`config.mk`:
```
export PLATFORM = sky130hd
export DESIGN_NAME = rx_port_link_status
export DESIGN_NICKNAME = d
export VERILOG_FILES = /design/src/hw/rx_status_pkg.sv /design/src/hw/rx_port_link_status.sv /design/src/hw/rx_port_flags.sv
export SDC_FILE = /design/constraint.sdc
export NUM_CORES = 1
export LEC_CHECK = 0
export BUFFER_PORTS_ARGS = -buffer_cell sky130_fd_sc_hd__buf_2
export CORE_MARGIN = 10
export CORE_UTILIZATION = 35
export CTS_CLUSTER_SIZE = 10
export DETAILED_ROUTE_END_ITERATION = 10
export GPL_TIMING_DRIVEN = 0
export PLACE_DENSITY_LB_ADDON = 0.3
export SLEW_MARGIN = 20
export SYNTH_ARGS = -nofsm -noshare
export SYNTH_HDL_FRONTEND = slang
export SYNTH_HIERARCHICAL = 1
export SYNTH_SLANG_ARGS = --single-unit
```
`constraint.sdc`:
```
create_clock -name core_clk -period 1.8 [get_ports core_clk]
set_clock_uncertainty 0.2 [all_clocks]
set_input_delay 0.27 -clock core_clk [delete_from_list [all_inputs] [get_ports core_clk]]
set_output_delay 0.27 -clock core_clk [all_outputs]
set_load 0.05 [all_outputs]
```
`src/hw/rx_status_pkg.sv`:
```
// How it works
// - one status copy per receive port; reads follow port select
// - status one bit 6 returns the selected read port number
// - status one bit 5 sets on control channel crc error, clears on read
// - status one bit 4 sets on any lock change, clears on read
// - status one bit 3 sets on control channel seq error, clears on read
// - status one bit 1 shows live pass state
// - status one bit 0 shows live receiver lock
// - status two bit 6 sets on line length change, clears on read
// - status two bit 5: encoding error, clear on read; sets on any single error
// - status two bit 4 sets on packet buffer overflow, clears on read
// - status two bit 3 shows csi receive error, read only
// - status two bit 1 shows cable fault when no link clock seen and link expected
// - status two bit 0 sets on line count change, clears on read
// - 0x4f holds integer mhz; status two bit 2 shows measurement settled
// - 0x50 holds fraction of frequency in 1/256 mhz
// - read port select bit: 0 picks port 0, 1 picks port 1
package rx_status_pkg;
  localparam logic [7:0] PORT_SEL_ADDR   = 8'h4C;
  localparam logic [7:0] STATUS_ONE_ADDR = 8'h4D;
  localparam logic [7:0] STATUS_TWO_ADDR = 8'h4E;
  localparam logic [7:0] FREQ_INT_ADDR   = 8'h4F;
  localparam logic [7:0] FREQ_FRAC_ADDR  = 8'h50;
  localparam int         READ_PORT_BIT   = 4;
  localparam logic [7:0] RESET_VALUE     = 8'h00;
  localparam int         NUM_PORTS       = 2;
  // status one positions
  localparam int S1_PORT_NUM = 6;
  localparam int S1_CRC      = 5;
  localparam int S1_LOCK_CHG = 4;
  localparam int S1_SEQ      = 3;
  localparam int S1_PARITY   = 2;
  localparam int S1_PASS     = 1;
  localparam int S1_LOCK     = 0;
  // status two positions
  localparam int S2_LEN_UNST = 7;
  localparam int S2_LEN_CHG  = 6;
  localparam int S2_ENC      = 5;
  localparam int S2_BUF      = 4;
  localparam int S2_CSI      = 3;
  localparam int S2_FREQ_OK  = 2;
  localparam int S2_CABLE    = 1;
  localparam int S2_CNT_CHG  = 0;
endpackage

```
`src/hw/rx_port_link_status.sv`:
```
module rx_port_link_status
#(
  parameter int PORTS = rx_status_pkg::NUM_PORTS
)
(
  input  wire logic             core_clk,
  input  wire logic             rst,
  input  wire logic       [7:0] reg_addr,
  input  wire logic       [7:0] reg_wdata,
  input  wire logic             reg_wr,
  input  wire logic             reg_rd,
  output logic            [7:0] reg_rdata,
  input  wire logic [PORTS-1:0] rx_locked,
  input  wire logic [PORTS-1:0] rx_pass,
  input  wire logic [PORTS-1:0] parity_over_limit,
  input  wire logic [PORTS-1:0] csi_rx_err,
  input  wire logic [PORTS-1:0] no_link_clk,
  input  wire logic [PORTS-1:0] link_expected,
  input  wire logic [PORTS-1:0] freq_measure_settled,
  input  wire logic [PORTS-1:0] ctrl_chan_crc_err,
  input  wire logic [PORTS-1:0] ctrl_chan_seq_err,
  input  wire logic [PORTS-1:0] line_length_unsteady,
  input  wire logic [PORTS-1:0] line_length_changed,
  input  wire logic [PORTS-1:0] link_encoding_err,
  input  wire logic [PORTS-1:0] buffer_overflow,
  input  wire logic [PORTS-1:0] line_count_changed,
  input  wire logic [PORTS*8-1:0] freq_integer_mhz,
  input  wire logic [PORTS*8-1:0] freq_fraction
);
  ////////////////////////////////////////////////////////////////////////
  // port select
  logic       read_port_q;
  logic       read_port_d;
  logic [7:0] rdata_q;
  logic [7:0] rdata_d;
  logic       rd_one_sel;
  logic       rd_two_sel;
  logic [PORTS-1:0] lock_s1_q;
  logic [PORTS-1:0] lock_s2_q;
  logic [3:0] one_f [PORTS];
  logic [4:0] two_f [PORTS];

  always_comb
  begin
    read_port_d = read_port_q;
    if (reg_wr && reg_addr == rx_status_pkg::PORT_SEL_ADDR)
      read_port_d = reg_wdata[rx_status_pkg::READ_PORT_BIT];
  end

  assign rd_one_sel = reg_rd && reg_addr == rx_status_pkg::STATUS_ONE_ADDR;
  assign rd_two_sel = reg_rd && reg_addr == rx_status_pkg::STATUS_TWO_ADDR;

  ////////////////////////////////////////////////////////////////////////
  // per port flags
  genvar g;
  generate
    for (g = 0; g < PORTS; g++)
    begin : g_port
      rx_port_flags u_flags
      (
        .core_clk    (core_clk),
        .rst         (rst),
        .rx_locked   (lock_s2_q[g]),
        .crc_ev      (ctrl_chan_crc_err[g]),
        .seq_ev      (ctrl_chan_seq_err[g]),
        .unsteady_ev (line_length_unsteady[g]),
        .len_chg_ev  (line_length_changed[g]),
        .enc_ev      (link_encoding_err[g]),
        .buf_ev      (buffer_overflow[g]),
        .cnt_chg_ev  (line_count_changed[g]),
        .rd_one      (rd_one_sel && read_port_q == 1'(g)),
        .rd_two      (rd_two_sel && read_port_q == 1'(g)),
        .one_flags   (one_f[g]),
        .two_flags   (two_f[g])
      );
    end
  endgenerate

  ////////////////////////////////////////////////////////////////////////
  // read mux
  always_comb
  begin
    logic p;
    p = read_port_q;
    rdata_d = rdata_q;
    if (reg_rd)
    begin
      rdata_d = 8'h00;
      case (reg_addr)
        rx_status_pkg::PORT_SEL_ADDR:
          rdata_d[rx_status_pkg::READ_PORT_BIT] = read_port_q;
        rx_status_pkg::STATUS_ONE_ADDR:
        begin
          rdata_d[rx_status_pkg::S1_PORT_NUM] = read_port_q;
          rdata_d[rx_status_pkg::S1_CRC]      = one_f[p][3];
          rdata_d[rx_status_pkg::S1_LOCK_CHG] = one_f[p][2];
          rdata_d[rx_status_pkg::S1_SEQ]      = one_f[p][1];
          rdata_d[rx_status_pkg::S1_PARITY]   =
            parity_over_limit[p];
          rdata_d[rx_status_pkg::S1_PASS]     = rx_pass[p];
          rdata_d[rx_status_pkg::S1_LOCK]     = lock_s2_q[p];
        end
        rx_status_pkg::STATUS_TWO_ADDR:
        begin
          rdata_d[rx_status_pkg::S2_LEN_UNST] = two_f[p][4];
          rdata_d[rx_status_pkg::S2_LEN_CHG]  = two_f[p][3];
          rdata_d[rx_status_pkg::S2_ENC]      = two_f[p][2];
          rdata_d[rx_status_pkg::S2_BUF]      = two_f[p][1];
          rdata_d[rx_status_pkg::S2_CSI]      = csi_rx_err[p];
          rdata_d[rx_status_pkg::S2_FREQ_OK]  =
            freq_measure_settled[p];
          rdata_d[rx_status_pkg::S2_CABLE]    =
            no_link_clk[p] & link_expected[p];
          rdata_d[rx_status_pkg::S2_CNT_CHG]  = two_f[p][0];
        end
        rx_status_pkg::FREQ_INT_ADDR:
          rdata_d = freq_integer_mhz[p*8 +: 8];
        rx_status_pkg::FREQ_FRAC_ADDR:
          rdata_d = freq_fraction[p*8 +: 8];
        default:
          rdata_d = 8'h00;
      endcase
    end
  end

  always_ff @(posedge core_clk or posedge rst)
  begin
    if (rst)
    begin
      read_port_q <= 1'b0;
      rdata_q     <= rx_status_pkg::RESET_VALUE;
      lock_s1_q   <= '0;
      lock_s2_q   <= '0;
    end
    else
    begin
      read_port_q <= read_port_d;
      rdata_q     <= rdata_d;
      lock_s1_q   <= rx_locked;
      lock_s2_q   <= lock_s1_q;
    end
  end

  assign reg_rdata = rdata_q;

  property p_port_num;
    @(posedge core_clk) disable iff (rst)
      rd_one_sel |=> reg_rdata[rx_status_pkg::S1_PORT_NUM] == $past(read_port_q);
  endproperty
  a_port_num: assert property (p_port_num)
    else $error("bad port num");

  property p_sel;
    @(posedge core_clk) disable iff (rst)
      (reg_wr && reg_addr == rx_status_pkg::PORT_SEL_ADDR)
        |=> read_port_q == $past(reg_wdata[rx_status_pkg::READ_PORT_BIT]);
  endproperty
  a_sel: assert property (p_sel)
    else $error("select not taken");

  property p_lock;
    @(posedge core_clk) disable iff (rst)
      rd_one_sel |=> reg_rdata[rx_status_pkg::S1_LOCK]
        == $past(lock_s2_q[read_port_q]);
  endproperty
  a_lock: assert property (p_lock)
    else $error("lock bit wrong");

  property p_freq;
    @(posedge core_clk) disable iff (rst)
      (reg_rd && reg_addr == rx_status_pkg::FREQ_INT_ADDR && !read_port_q)
        |=> reg_rdata == $past(freq_integer_mhz[7:0]);
  endproperty
  a_freq: assert property (p_freq)
    else $error("freq wrong");

  ////////////////////////////////////////////////////////////////////////
  // live level and read data checks
  property p_pass;
    @(posedge core_clk) disable iff (rst)
      rd_one_sel |=> reg_rdata[rx_status_pkg::S1_PASS]
        == $past(rx_pass[read_port_q]);
  endproperty
  a_pass: assert property (p_pass)
    else $error("pass bit wrong");

  property p_parity;
    @(posedge core_clk) disable iff (rst)
      rd_one_sel |=> reg_rdata[rx_status_pkg::S1_PARITY]
        == $past(parity_over_limit[read_port_q]);
  endproperty
  a_parity: assert property (p_parity)
    else $error("parity bit wrong");

  property p_csi;
    @(posedge core_clk) disable iff (rst)
      rd_two_sel |=> reg_rdata[rx_status_pkg::S2_CSI]
        == $past(csi_rx_err[read_port_q]);
  endproperty
  a_csi: assert property (p_csi)
    else $error("csi bit wrong");

  property p_settled;
    @(posedge core_clk) disable iff (rst)
      rd_two_sel |=> reg_rdata[rx_status_pkg::S2_FREQ_OK]
        == $past(freq_measure_settled[read_port_q]);
  endproperty
  a_settled: assert property (p_settled)
    else $error("settled bit wrong");

  property p_cable;
    @(posedge core_clk) disable iff (rst)
      rd_two_sel |=> reg_rdata[rx_status_pkg::S2_CABLE]
        == $past(no_link_clk[read_port_q] & link_expected[read_port_q]);
  endproperty
  a_cable: assert property (p_cable)
    else $error("cable bit wrong");

  property p_frac;
    @(posedge core_clk) disable iff (rst)
      (reg_rd && reg_addr == rx_status_pkg::FREQ_FRAC_ADDR)
        |=> reg_rdata == $past(freq_fraction[read_port_q*8 +: 8]);
  endproperty
  a_frac: assert property (p_frac)
    else $error("fraction wrong");

  property p_unmapped;
    @(posedge core_clk) disable iff (rst)
      (reg_rd && reg_addr > rx_status_pkg::FREQ_FRAC_ADDR)
        |=> reg_rdata == 8'h00;
  endproperty
  a_unmapped: assert property (p_unmapped)
    else $error("unmapped read not zero");

  property p_stands;
    @(posedge core_clk) disable iff (rst)
      !reg_rd
        |=> $stable(reg_rdata);
  endproperty
  a_stands: assert property (p_stands)
    else $error("read data moved");
endmodule // rx_port_link_status

```
`src/hw/rx_port_flags.sv`:
```
module rx_port_flags
(
  input  wire logic       core_clk,
  input  wire logic       rst,
  input  wire logic       rx_locked,
  input  wire logic       crc_ev,
  input  wire logic       seq_ev,
  input  wire logic       unsteady_ev,
  input  wire logic       len_chg_ev,
  input  wire logic       enc_ev,
  input  wire logic       buf_ev,
  input  wire logic       cnt_chg_ev,
  input  wire logic       rd_one,
  input  wire logic       rd_two,
  output logic      [3:0] one_flags,
  output logic      [4:0] two_flags
);
  logic [3:0] one_q;
  logic [3:0] one_d;
  logic [4:0] two_q;
  logic [4:0] two_d;
  logic       lock_prev_q;
  logic       lock_chg;

  assign lock_chg = rx_locked ^ lock_prev_q;

  always_comb
  begin
    // set wins over read clear
    one_d = (rd_one ? 4'h0 : one_q)
          | {crc_ev, lock_chg, seq_ev, 1'b0};
    two_d = (rd_two ? 5'h00 : two_q)
          | {unsteady_ev, len_chg_ev, enc_ev, buf_ev,
             cnt_chg_ev};
  end

  always_ff @(posedge core_clk or posedge rst)
  begin
    if (rst)
    begin
      one_q       <= 4'h0;
      two_q       <= 5'h00;
      lock_prev_q <= 1'b0;
    end
    else
    begin
      one_q       <= one_d;
      two_q       <= two_d;
      lock_prev_q <= rx_locked;
    end
  end

  assign one_flags = one_q;
  assign two_flags = two_q;

  property p_crc_sticky;
    @(posedge core_clk) disable iff (rst)
      crc_ev |=> one_q[3];
  endproperty
  a_crc_sticky: assert property (p_crc_sticky)
    else $error("crc flag lost");

  property p_lock_chg;
    @(posedge core_clk) disable iff (rst)
      (rx_locked != $past(rx_locked)) |=> one_q[2];
  endproperty
  a_lock_chg: assert property (p_lock_chg)
    else $error("lock change lost");

  property p_read_clears;
    @(posedge core_clk) disable iff (rst)
      (rd_two && !unsteady_ev) |=> !two_q[4];
  endproperty
  a_read_clears: assert property (p_read_clears)
    else $error("no clear");

  property p_hold;
    @(posedge core_clk) disable iff (rst)
      (two_q[1] && !rd_two) |=> two_q[1];
  endproperty
  a_hold: assert property (p_hold)
    else $error("buffer flag dropped");
endmodule // rx_port_flags

```
# Word-level counts from Yosys, hierarchy flattened
# Cells that the tools add are included.
# op_classes
n_lt_le_gt_ge	2
eq_ne	5
shift	2
mux	28
bitwise_logic	9
reduce_logical	7
# ops
op	count
$eq A8 B7 Y1 const B	5
$shiftx A16 B5 Y8	2
$mux W5	5
$mux W4	5
$pmux W4 S4	1
$mux W1	14
$or A5 B5 Y5	2
$or A4 B4 Y4	2
$pmux W2 S4	1
$logic_and A1 B1 Y1	7
$pmux W1 S5	1
$pmux W1 S3	1
$ge A2 B2 Y1 const B	1
$lt A1 B2 Y1 const B	1
$not A1 Y2	1
$xor A1 B1 Y1	2
$and A1 B1 Y1	1
$not A1 Y1	1
# word_totals
regBits	33
inputBits	80
out_inout_bits	8
wordCells	63

# Depth between registers and ports, before layout
# Gate-level depths: netlist of the first run.
# logic_depth
ltp_word	5
depth_mapped	7
depth_no_buf	5

# Hierarchy
# The synthesis of the first run kept the hierarchy.
# modules_own_cells
mod	instances	cells_per_inst	area_per_inst_um2
rx_port_link_status	1	114	1143.6
rx_port_flags	2	23	316.6

# Least setup slack after synthesis of the first run
# Ideal clock, no wire load.
# synth_path
path_type	reg2reg
from	reg read_port_q
to	reg rdata_q[2] (netlist: reg_rdata[2])
t_arrival_ns	1.432
slack_ns	0.025
stages_incl_launch_ff	6
path_cell_list	dfrtp_1 -> buf_6 -> buf_2 -> mux2_2 -> a221oi_1 -> o22ai_1
# synth_between
elab_chain_len	3
elab_cells_between_ends	7
classes_between	2 x shift; 5 x mux
# synth_lines
element	line	text
start: declaration	rx_port_link_status.sv:32	logic read_port_q;
start signal: assignment	rx_port_link_status.sv:137	read_port_q <= read_port_d;
parallel branches: the longest is 2 deep, another holds $shiftx A16 B5 Y8	--	
$pmux W4 S4 *	rx_port_link_status.sv:89	case (reg_addr)
end signal: assignment	rx_port_link_status.sv:131	rdata_q <= rx_status_pkg::RESET_VALUE;
end signal: assignment	rx_port_link_status.sv:138	rdata_q <= rdata_d;
end: declaration	rx_port_link_status.sv:34	logic [7:0] rdata_q;
# Mark *: on every way between the ends. The select of a mux whose other input is x is not followed.
# A chain may end at the register's enable or synchronous reset.

# Worst setup path in the final report of the first run
# layout_path
from	reg read_port_q
to	reg rdata_q[3] (netlist: reg_rdata[3])
# layout_between
elab_chain_len	5
elab_cells_between_ends	9
classes_between	2 x shift; 6 x mux; 1 x bitwise
# layout_lines
element	line
parallel branches: the longest is 4 deep, another holds $shiftx A16 B5 Y8	--
$pmux W4 S4 *	rx_port_link_status.sv:89
# Marks and branches as above.

==> results of run 1 <==
final timing paths:
kind | end | cells past startpoint
max | reg_rdata[3]$_DFFE_PP0P_ | 6
min | read_port_q$_DFFE_PP0P_ | 2
max reg2reg | reg_rdata[3]$_DFFE_PP0P_ | 6
min reg2reg | lock_s2_q[1]$_DFF_PP0_ | 0
max in group asynchronous | read_port_q$_DFFE_PP0P_ | 3
min in group asynchronous | g_port[1].u_flags/two_flags[3]$_DFF_PP0_ | 3
registers in the layout, summed over array words and instances, names as in the netlist:
register                    cells
g_port.u_flags/two_flags       10
reg_rdata                       8
g_port.u_flags/one_flags        6
g_port.u_flags/lock_prev_q      2
lock_s1_q                       2
lock_s2_q                       2
read_port_q                     1
final cells by class:
class / instances / share of cell area, %
Inverter: 16 / 2.347
Buffer: 9 / 2.592
Sequential cell: 31 / 30.32
Timing Repair Buffer: 100 / 23.52
Multi-Input combinational cell: 100 / 35.11
Tap cell: 67 / 3.276
Clock buffer: 6 / 2.836
routing by layer:
metal  global-route usage, %  part of all wire, %  up-vias
met5                       0                    0        -
met4                   4.308                 0.98        0
met3                   5.486                  8.6        6
met2                   22.48                   48       62
met1                   15.50                   43      743
li1                        -                    -      788
worst max-delay path: stages (launching register included):
cell	delay (ps)
dfrtp_1	380
buf_4	130
buf_6	80
mux4_2	500
and3_4	200
a221oi_2	160
o22ai_1	100
placed cells by master (no fill, tap or decap), types with 5 or more instances in the layout:
| master | n |
|---|---|
| a21o_1 | 16 |
| buf_2 | 80 |
| buf_4 | 6 |
| clkbuf_8 | 5 |
| dfrtp_1 | 31 |
| dlygate4sd3_1 | 17 |
| inv_1 | 16 |
| mux2_2 | 14 |
| mux4_2 | 5 |
| nand3_1 | 5 |
| nor2_1 | 7 |
| o22ai_1 | 6 |
what timing repair did:
item                                   4_1_cts  5_1_grt
endpoints found under the hold margin       47        0
gates resized for setup                      5        9
setup buffers                                3        2
setup endpoints to repair                    7        9
hold buffers                                17        0
power by group through the flow:
stage / sequential (mW) / clock, mW / combinational [mW]
6_report: 0.713 / 0.493 / 0.267
5_1_grt: 0.714 / 0.544 / 0.295
4_1_cts: 0.713 / 0.509 / 0.259
3_5_place_dp: 0.726 / 0 / 0.222
3_3_place_gp: 0.726 / 0 / 0.219
2_1_floorplan: 0.731 / 0 / 0.109
through the flow:
stage | total power [mW] | TNS, ps | hold slack, ps | instances | setup WS [ps]
5_1_grt | 1.553 | -653.2 | 22.32 | 329 | -171.3
6_report | 1.473 | -253.7 | 24.50 | 329 | -80.27
3_3_place_gp | 0.9450 | -1028 | 67.18 | 301 | -152.1
4_1_cts | 1.481 | -319.7 | 19.61 | 327 | -91.01
3_5_place_dp | 0.9479 | -995.2 | 72.30 | 301 | -173.8
2_1_floorplan | 0.8398 | 0 | -102.1 | 156 | 25.47
==> metrics.cfg, run 1 <==
[clock_network]
clock_path_buffers=2
clk_pin_slew_ps=60
clk_latency_ps=280
cts_inserted_buffers=5
root_buffer=clkbuf_8
htreeDepth=2
cts_tree=built
clock-sinks=31

[sta]
final.setup.worst_slack_ps=-80.27
finalHoldViolCount=0
period_share_pct=104.5
worst_slew_pin_slew_ps=535.4
maxSlewViolCount=0
relSlewSlack_pct=64.27
fmax_ghz=0.5318
finalSetupViolCount=5
min_period_ps=1880
rsz0062_at_grt=yes

[setup_path]
arrival_ps=1820
crit_path_max_fanout=3
path_class=flop to flop
critPathRequiredTime_ps=1740
reg2reg_setup_slack_ps=-80
r2r-start=read_port_q$_DFFE_PP0P_
cp-end-kind=flop
critPathLaunchType=flop
crit_start=read_port_q$_DFFE_PP0P_

[pwr]
switching_power_uw=356.9
netSwitchingFraction_pct=24.23
p_int_mw=1.116
irDropWorstVdd_mv=0.5464
p_per_area_nw_per_um2=575.7
seqPwrFrac_pct=48.4
clkPwrFrac_pct=33.5
leakagePower_nw=1.118
p_comb_share_pct=18.1

[synth]
synth_nets=236
synth_area_per_cell_um2=11.24
syn-instance-count=156
synth_area_um2=1754
yosys_warnings=6

[routing]
post-route-drc-count=0
dr.first_iter.drc_count=59
vias=1599
postRouteAntennaNets=0
wl_um=5426
wl_per_cell_um=16.49
drt_first_pass_iters=4
vias_per_cell=4.860

[min_path]
hold_path_class=input pin to flop
worstHoldStart=reg_wdata[4]

[place]
placed_area_um2=2228
hpwl_um=4255
portBuffers=78
finalWeightedCongestion=0.7767

[floorplanning]
die_h_um=90.80
die_x_um=90.80
coreArea_um2=4786
dieArea_um2=8244
pin_count=88
row_count=25
start_util_pct=36.65

[outcome]
status=complete, but fails checks
violations=negative setup slack

[finish]
fin_area_um2=2559
seq_area_um2=775.7
nFillCells=469
multi_input_area_um2=898.4
num_antenna_cells=0
nets=343
fin_util_pct=53.46
drive_above_1_share_pct=48.09
areaGrowthSynthToFinish_pct=45.86

[global_routing]
grt_max_degree=14
grt_overflow_total=0
grt_pass1_vias=1836
grt_first_pass_wirelength_um=9032
grt_usage_pct=13.54
antenna_found_initial=1

[run]
cap_violations=0

Note: power is estimated with default switching activity, not from simulation.
==> inputs of run 2 (changes only) <==
--- a/config.mk
+++ b/config.mk
@@ -11,7 +11,9 @@
 export CTS_CLUSTER_SIZE = 10
 export DETAILED_ROUTE_END_ITERATION = 10
 export GPL_TIMING_DRIVEN = 0
+export HOLD_SLACK_MARGIN = 0.12
 export PLACE_DENSITY_LB_ADDON = 0.3
+export SKIP_LAST_GASP = 1
 export SLEW_MARGIN = 20
 export SYNTH_ARGS = -nofsm -noshare
 export SYNTH_HDL_FRONTEND = slang
==> run 2 against run 1 <==
Against the previous run: the flow still finishes with violations (negative setup slack); first-iteration DRC count increased by 3.4%; cell count increased by 0.91%; cell area increased by 1.2%; critical path type unchanged; critical endpoint unchanged.
==> metrics.cfg, run 2 (synthesized netlist as in run 1, its figures left out) <==
[setup_path]
cp_slowest_stage_delay_ps=500  ; about the same
cp-end-kind=flop  ; unchanged
arrival_ps=1820  ; about the same
crit_end=reg_rdata[3]$_DFFE_PP0P_  ; unchanged
path_class=flop to flop  ; unchanged
critPathSlowestCell=mux4_2  ; unchanged
crit_start=read_port_q$_DFFE_PP0P_  ; unchanged
r2r-end=reg_rdata[3]$_DFFE_PP0P_  ; unchanged
r2r_cells=6  ; unchanged
crit_path_max_fanout=3  ; unchanged
reg2reg_setup_slack_ps=-80  ; about the same
path_cells=buf_4, buf_6, mux4_2, and3_4, a221oi_2, o22ai_1  ; unchanged
critPathLaunchType=flop  ; unchanged
critPathRequiredTime_ps=1740  ; about the same
r2r-start=read_port_q$_DFFE_PP0P_  ; unchanged

[pwr]
leakagePower_nw=1.131  ; was 1.118 nW
finalPower_mw=1.479  ; was 1.473 mW
netSwitchingFraction_pct=24.23  ; about the same
p_comb_share_pct=18.4  ; was 18.1%
clkPwrFrac_pct=33.4  ; was 33.5%
irDropWorstVdd_mv=0.5464  ; about the same
switching_power_uw=358.3  ; was 356.9 uW
p_per_area_nw_per_um2=571.2  ; was 575.7 nW/um^2
p_int_mw=1.120  ; was 1.116 mW
seqPwrFrac_pct=48.2  ; was 48.4%

[routing]
wl_um=5444  ; was 5426 um
vias=1615  ; was 1599
postRouteAntennaNets=0  ; unchanged
dr.first_iter.drc_count=61  ; was 59
wl_per_cell_um=16.40  ; was 16.49 um
vias_per_cell=4.864  ; was 4.860
post-route-drc-count=0  ; unchanged
drt_first_pass_iters=4  ; unchanged

[clock_network]
htreeDepth=2  ; unchanged
clk_pin_slew_ps=60  ; about the same
root_buffer=clkbuf_8  ; unchanged
clock-sinks=31  ; unchanged
clock_path_buffers=2  ; unchanged
cts_inserted_buffers=5  ; unchanged
clk_latency_ps=280  ; about the same
cts_tree=built  ; unchanged

[global_routing]
grt_usage_pct=13.56  ; was 13.54%
grt_overflow_total=0  ; unchanged
grt_max_degree=14  ; unchanged
grt_pass1_vias=1851  ; was 1836
antenna_found_initial=1  ; unchanged
grt_first_pass_wirelength_um=9045  ; was 9032 um

[floorplanning]
die_x_um=90.80  ; unchanged
coreArea_um2=4786  ; unchanged
pin_count=88  ; unchanged
dieArea_um2=8244  ; unchanged
die_h_um=90.80  ; unchanged
row_count=25  ; unchanged
start_util_pct=36.65  ; unchanged

[sta]
relSlewSlack_pct=63.51  ; was 64.27%
finalSetupViolCount=5  ; unchanged
period_share_pct=104.5  ; about the same
final.setup.worst_slack_ps=-81.40  ; was -80.27 ps
min_period_ps=1881  ; was 1880 ps
maxSlewViolCount=0  ; unchanged
worst_slew_pin_slew_ps=546.8  ; was 535.4 ps
fmax_ghz=0.5315  ; was 0.5318 GHz
finalHoldViolCount=0  ; unchanged
rsz0062_at_grt=yes  ; unchanged

[run]
cap_violations=0  ; unchanged

[place]
finalWeightedCongestion=0.7767  ; unchanged
placed_area_um2=2228  ; unchanged
portBuffers=78  ; unchanged
hpwl_um=4255  ; unchanged

[outcome]
violations=negative setup slack  ; unchanged
status=complete, but fails checks  ; unchanged

[finish]
areaGrowthSynthToFinish_pct=47.57  ; was 45.86%
num_antenna_cells=0  ; unchanged
nFillCells=462  ; was 469
final_common_cell=buf_2  ; unchanged
seq_area_um2=775.7  ; unchanged
fin_area_um2=2589  ; was 2559 um^2
largest_reg_flops=10  ; unchanged
multi_input_area_um2=898.4  ; unchanged
nets=346  ; was 343
final_cell_mix=buf_2 (80), dfrtp_1 (31), dlygate4sd3_1 (20)  ; was buf_2 (80), dfrtp_1 (31), dlygate4sd3_1 (17)
drive_above_1_share_pct=47.55  ; was 48.09%

[min_path]
hold_path_class=input pin to flop  ; unchanged
worstHoldStart=reg_wr  ; was reg_wdata[4]

==> run 2: cell count changes in the layout (fill, tap and decap cells not counted), sizes merged <==
cell,delta
dlygate4sd3,+3
==> run 2: cell type report <==
cell class / instances / share of cell area [%]
Buffer: 9 / 2.562
Clock buffer: 6 / 2.803
Inverter: 16 / 2.320
Multi-Input combinational cell: 100 / 34.70
Sequential cell: 31 / 29.97
Tap cell: 67 / 3.238
Timing Repair Buffer: 103 / 24.41
==> run 2: metal layers <==
| metal | vias up | track usage, % | routed length (um) |
|---|---|---|---|
| li1 | 794 | - | - |
| met1 | 754 | 15.60 | 2333 |
| met2 | 61 | 22.54 | 2610 |
| met3 | 6 | 5.320 | 445 |
| met4 | 0 | 4.308 | 54 |
| met5 | - | 0 | 0 |
==> run 2: through the flow <==
step	TNS, ps	std cells	util [%]	hold WS (ps)	worst slack, ps
floorplan	0	156	-	-102.1	25.47
global placement	-1028	301	46.56	67.18	-152.1
detailed placement	-995.2	301	46.56	72.30	-173.8
CTS	-319.7	330	53.02	130.8	-91.01
global route	-652.4	332	54.09	139.2	-171.3
finish	-251.9	332	54.09	134.8	-81.40
==> run 2: worst min path at each step <==
stage / endpoint / cells after the start
6_report: read_port_q$_DFFE_PP0P_ / 3
5_1_grt: read_port_q$_DFFE_PP0P_ / 3
4_1_cts: read_port_q$_DFFE_PP0P_ / 3
3_5_place_dp: g_port[1].u_flags/one_flags[3]$_DFF_PP0_ / 2
3_3_place_gp: g_port[1].u_flags/one_flags[3]$_DFF_PP0_ / 2
2_1_floorplan: g_port[0].u_flags/lock_prev_q$_DFF_PP0_ / 1
==> run 2: repair_timing <==
action                     in CTS  in global routing
buffers inserted                3                  2
setup endpoints to repair       7                  9
hold buffers                   20                  0
hold endpoints to repair       49                  0
resized for setup               5                  9
cloned                          0                  0
==> run 2: power by group through the flow <==
stage | Combinational [mW] | Clock [mW] | Sequential, mW
floorplan | 0.109 | 0 | 0.731
global placement | 0.219 | 0 | 0.726
detailed placement | 0.222 | 0 | 0.726
CTS | 0.264 | 0.509 | 0.713
global route | 0.301 | 0.544 | 0.714
finish | 0.272 | 0.494 | 0.713
==> run 2: critical path, delay by kind of cell, from the launching register on <==
| family | cells | cell delay, ps |
|---|---|---|
| mux | 1 | 500 |
| flops | 1 | 380 |
| simple gates | 1 | 200 |
| compound gates | 2 | 260 |
| buf+inv | 2 | 210 |
==> inputs of run 3 (changes only) <==
--- a/config.mk
+++ b/config.mk
@@ -17,5 +17,4 @@
 export SLEW_MARGIN = 20
 export SYNTH_ARGS = -nofsm -noshare
 export SYNTH_HDL_FRONTEND = slang
-export SYNTH_HIERARCHICAL = 1
 export SYNTH_SLANG_ARGS = --single-unit
==> run 3 against run 2 <==
Against the previous run: the flow now finishes without violations; combinational power shrank 5%; sequential share of layout area grew 1.3 points; area after synthesis shrank 3.5%; die area shrank 2.7%; first-iteration DRC count grew 110%; largest cell class unchanged; flip-flop and latch count is the same; clock power grew 8.7%; register-to-register slack gained 130 ps; clock-buffer cell count is the same.
==> metrics.cfg, run 3 <==
[sta]
finalHoldViolCount=0  ; unchanged
period_share_pct=97.22  ; was 104.5%
finalSetupViolCount=0  ; was 5
rsz0062_at_grt=yes  ; unchanged
relSlewSlack_pct=43.54  ; was 63.51%
worst_slew_pin_slew_ps=840.4  ; was 546.8 ps
maxSlewViolCount=0  ; unchanged
fmax_ghz=0.5714  ; was 0.5315 GHz
min_period_ps=1750  ; was 1881 ps
fin_setup_tns_ps=0  ; was -251.9 ps

[global_routing]
grt_usage_pct=13.88  ; was 13.56%
grt_util_met2_pct=24.41  ; was 22.54%
grt_pass1_vias=1712  ; was 1851
grt_first_pass_wirelength_um=8514  ; was 9045 um
grt.busiest_layer=met2  ; unchanged
grt_max_degree=32  ; was 14
grt_overflow_total=0  ; unchanged
use_met3_pct=4.740  ; was 5.320%
antenna_found_initial=0  ; was 1
gr-usage-met1_pct=15.59  ; was 15.60%

[synth]
async_flop_share_pct=100.0
yosys.area_share.simple_pct=12.34
synthMuxAreaShare_pct=16.41
synth_seq_cells=31
synth_top_family_by_area=compound AO/OA/AOI/OAI gates
synth_nets=237  ; was 236
synth_area_um2=1693  ; was 1754 um^2
synthTopCellsByArea=dfrtp_1 (46%), mux2i_1 (7.1%), a21o_1 (6.7%)
syn-instance-count=157  ; was 156
synth_area_per_cell_um2=10.78  ; was 11.24 um^2
synth-main-ff-cell=dfrtp_1
synth_compound_area_share_pct=19.59
synth_edf_count=0
synth-seq-area-share_pct=45.82
ys_types=36
synthXorXnorAreaFrac_pct=1.035
synth_commonest_cells=dfrtp_1 (31), a21o_1 (15), o22ai_1 (13), mux2i_1 (12)
yosysTopAreaCell=dfrtp_1
yosysMostFrequentCell=dfrtp_1
synthDominantCellAreaShare_pct=45.82
synth_adder_area_share_pct=0
yosys_warnings=0  ; was 6

[routing]
dr.first_iter.drc_count=129  ; was 61
post-route-drc-count=0  ; unchanged
vias_per_cell=5.188  ; was 4.864
wl_um=5616  ; was 5444 um
postRouteAntennaNets=0  ; unchanged
drt_first_pass_iters=5  ; was 4
vias=1655  ; was 1615
wl_per_cell_um=17.61  ; was 16.40 um

[clock_network]
clk_pin_slew_ps=70  ; was 60 ps
clk_latency_ps=280  ; about the same
cts_inserted_buffers=5  ; unchanged
clock-sinks=31  ; unchanged
clock_path_buffers=2  ; unchanged
root_buffer=clkbuf_8  ; unchanged
cts_tree=built  ; unchanged
htreeDepth=2  ; unchanged

[setup_path]
worstSetupPathDepth=5  ; was 6
cp-end-kind=flop  ; unchanged
path_cells=buf_6, buf_8, mux2_1, a222oi_1, o22ai_1  ; was buf_4, buf_6, mux4_2, and3_4, a221oi_2, o22ai_1
critical_path.top_delay_family=compound AO/OA/AOI/OAI gates  ; was multiplexers
crit_path_max_fanout=10  ; was 3
critPathSlowestCell=dfrtp_1  ; was mux4_2
critPathLaunchType=flop  ; unchanged
critPathRequiredTime_ps=1750  ; was 1740 ps
arrival_ps=1700  ; was 1820 ps
path_buf_inv=2  ; unchanged
cp_slowest_stage_delay_ps=370  ; was 500 ps
r2r_cells=5  ; was 6
path_class=flop to flop  ; unchanged

[min_path]
hold_path_class=flop to flop  ; was input pin to flop
whs_path_depth=0  ; was 3

[finish]
areaGrowthSynthToFinish_pct=46.71  ; was 47.57%
num_antenna_cells=0  ; unchanged
drive_above_1_share_pct=41.13  ; was 47.55%
final_common_cell=buf_2  ; unchanged
largest_reg_flops=10  ; unchanged
final_cell_mix=buf_2 (80), dfrtp_1 (31), dlygate4sd3_1 (19)  ; was buf_2 (80), dfrtp_1 (31), dlygate4sd3_1 (20)
nets=344  ; was 346

[floorplanning]
pin_count=88  ; unchanged
row_count=25  ; unchanged
coreArea_um2=4692  ; was 4786 um^2
start_util_pct=36.08  ; was 36.65%
dieArea_um2=8018  ; was 8244 um^2
die_x_um=89.55  ; was 90.80 um
die_h_um=89.55  ; was 90.80 um

[place]
portBuffers=78  ; unchanged
hpwl_um=4267  ; was 4255 um
finalWeightedCongestion=0.8153  ; was 0.7767

[pwr]
irDropWorstVdd_mv=0.5990  ; was 0.5464 mV
p_per_area_nw_per_um2=605.8  ; was 571.2 nW/um^2
leakagePower_nw=1.070  ; was 1.131 nW
finalPower_mw=1.505  ; was 1.479 mW

[outcome]
status=complete, no violations  ; was complete, but fails checks

[run]
cap_violations=0  ; unchanged

[run 3: kinds of logic (layout without fill, tap and decap cells)]
family                 Yosys count  in the layout
buffers and inverters           19            127
AO/OA/AOI/OAI                   44             44
XOR/XNOR                         2              2
multiplexers                    26             26
AND/OR/NAND/NOR                 35             35
flip-flops                      31             31
[run 3: worst paths after layout]
check                                             start                                        to  slack, ps
min in group asynchronous                           rst                  reg_rdata[4]$_DFFE_PP0P_        420
worst min register to register   lock_s1_q[0]$_DFF_PP0_                    lock_s2_q[0]$_DFF_PP0_        150
max in group asynchronous                           rst  g_port[1].u_flags.one_flags[2]$_DFF_PP0_        560
worst max register to register  read_port_q$_DFFE_PP0P_                  reg_rdata[0]$_DFFE_PP0P_         50
worst min-delay path             lock_s1_q[0]$_DFF_PP0_                    lock_s2_q[0]$_DFF_PP0_        150
worst max-delay path            read_port_q$_DFFE_PP0P_                  reg_rdata[0]$_DFFE_PP0P_         50
[run 3: stage by stage]
step,std cells,area [um^2],setup WS [ps],hold WS (ps),utilization (%)
6_report,319,2484,49.98,150.8,52.93
3_5_place_dp,289,2151,-179.5,137.9,45.84
5_1_grt,319,2484,-37.33,159.9,52.93
2_1_floorplan,157,1693,78.10,101.4,-
4_1_cts,316,2459,19.71,153.7,52.40
3_3_place_gp,289,2151,-165.3,131.6,45.84
[run 3: repair_timing]
action	in CTS	in global routing
gates resized for setup	9	1
pin swaps	1	4
endpoints found under the hold margin	48	0
gates cloned	0	0
endpoints found under the setup margin	7	6
buffers inserted	0	3
hold buffers	19	0
[run 3: cell type report]
| cell class | instances | area [um^2] |
|---|---|---|
| Buffer | 7 | 67.56 |
| Multi-Input combinational cell | 107 | 839.6 |
| Clock inverter | 2 | 12.51 |
| Fill cell | 434 | 2208 |
| Clock buffer | 6 | 72.57 |
| Sequential cell | 31 | 775.7 |
| Tap cell | 54 | 67.56 |
| Timing Repair Buffer | 100 | 603.1 |
| Inverter | 12 | 45.04 |
[run 3: worst register-to-register path: stages (launching register included)]
cell and delay (ps):
dfrtp_1 370, buf_6 140, buf_8 150, mux2_1 340, a222oi_1 290, o22ai_1 130
[run 3: where the power goes]
group	switching [mW]	internal [mW]	total, mW
combinational	0.112	0.146	0.258
clock	0.267	0.270	0.537
sequential	0.00450	0.705	0.710
total	0.384	1.12	1.50
[run 3: metal layers]
layer / vias up / wire length [um]
met3: 7 / 404
li1: 807 / -
met2: 52 / 3029
met1: 789 / 2109
met5: - / 0
met4: 0 / 73
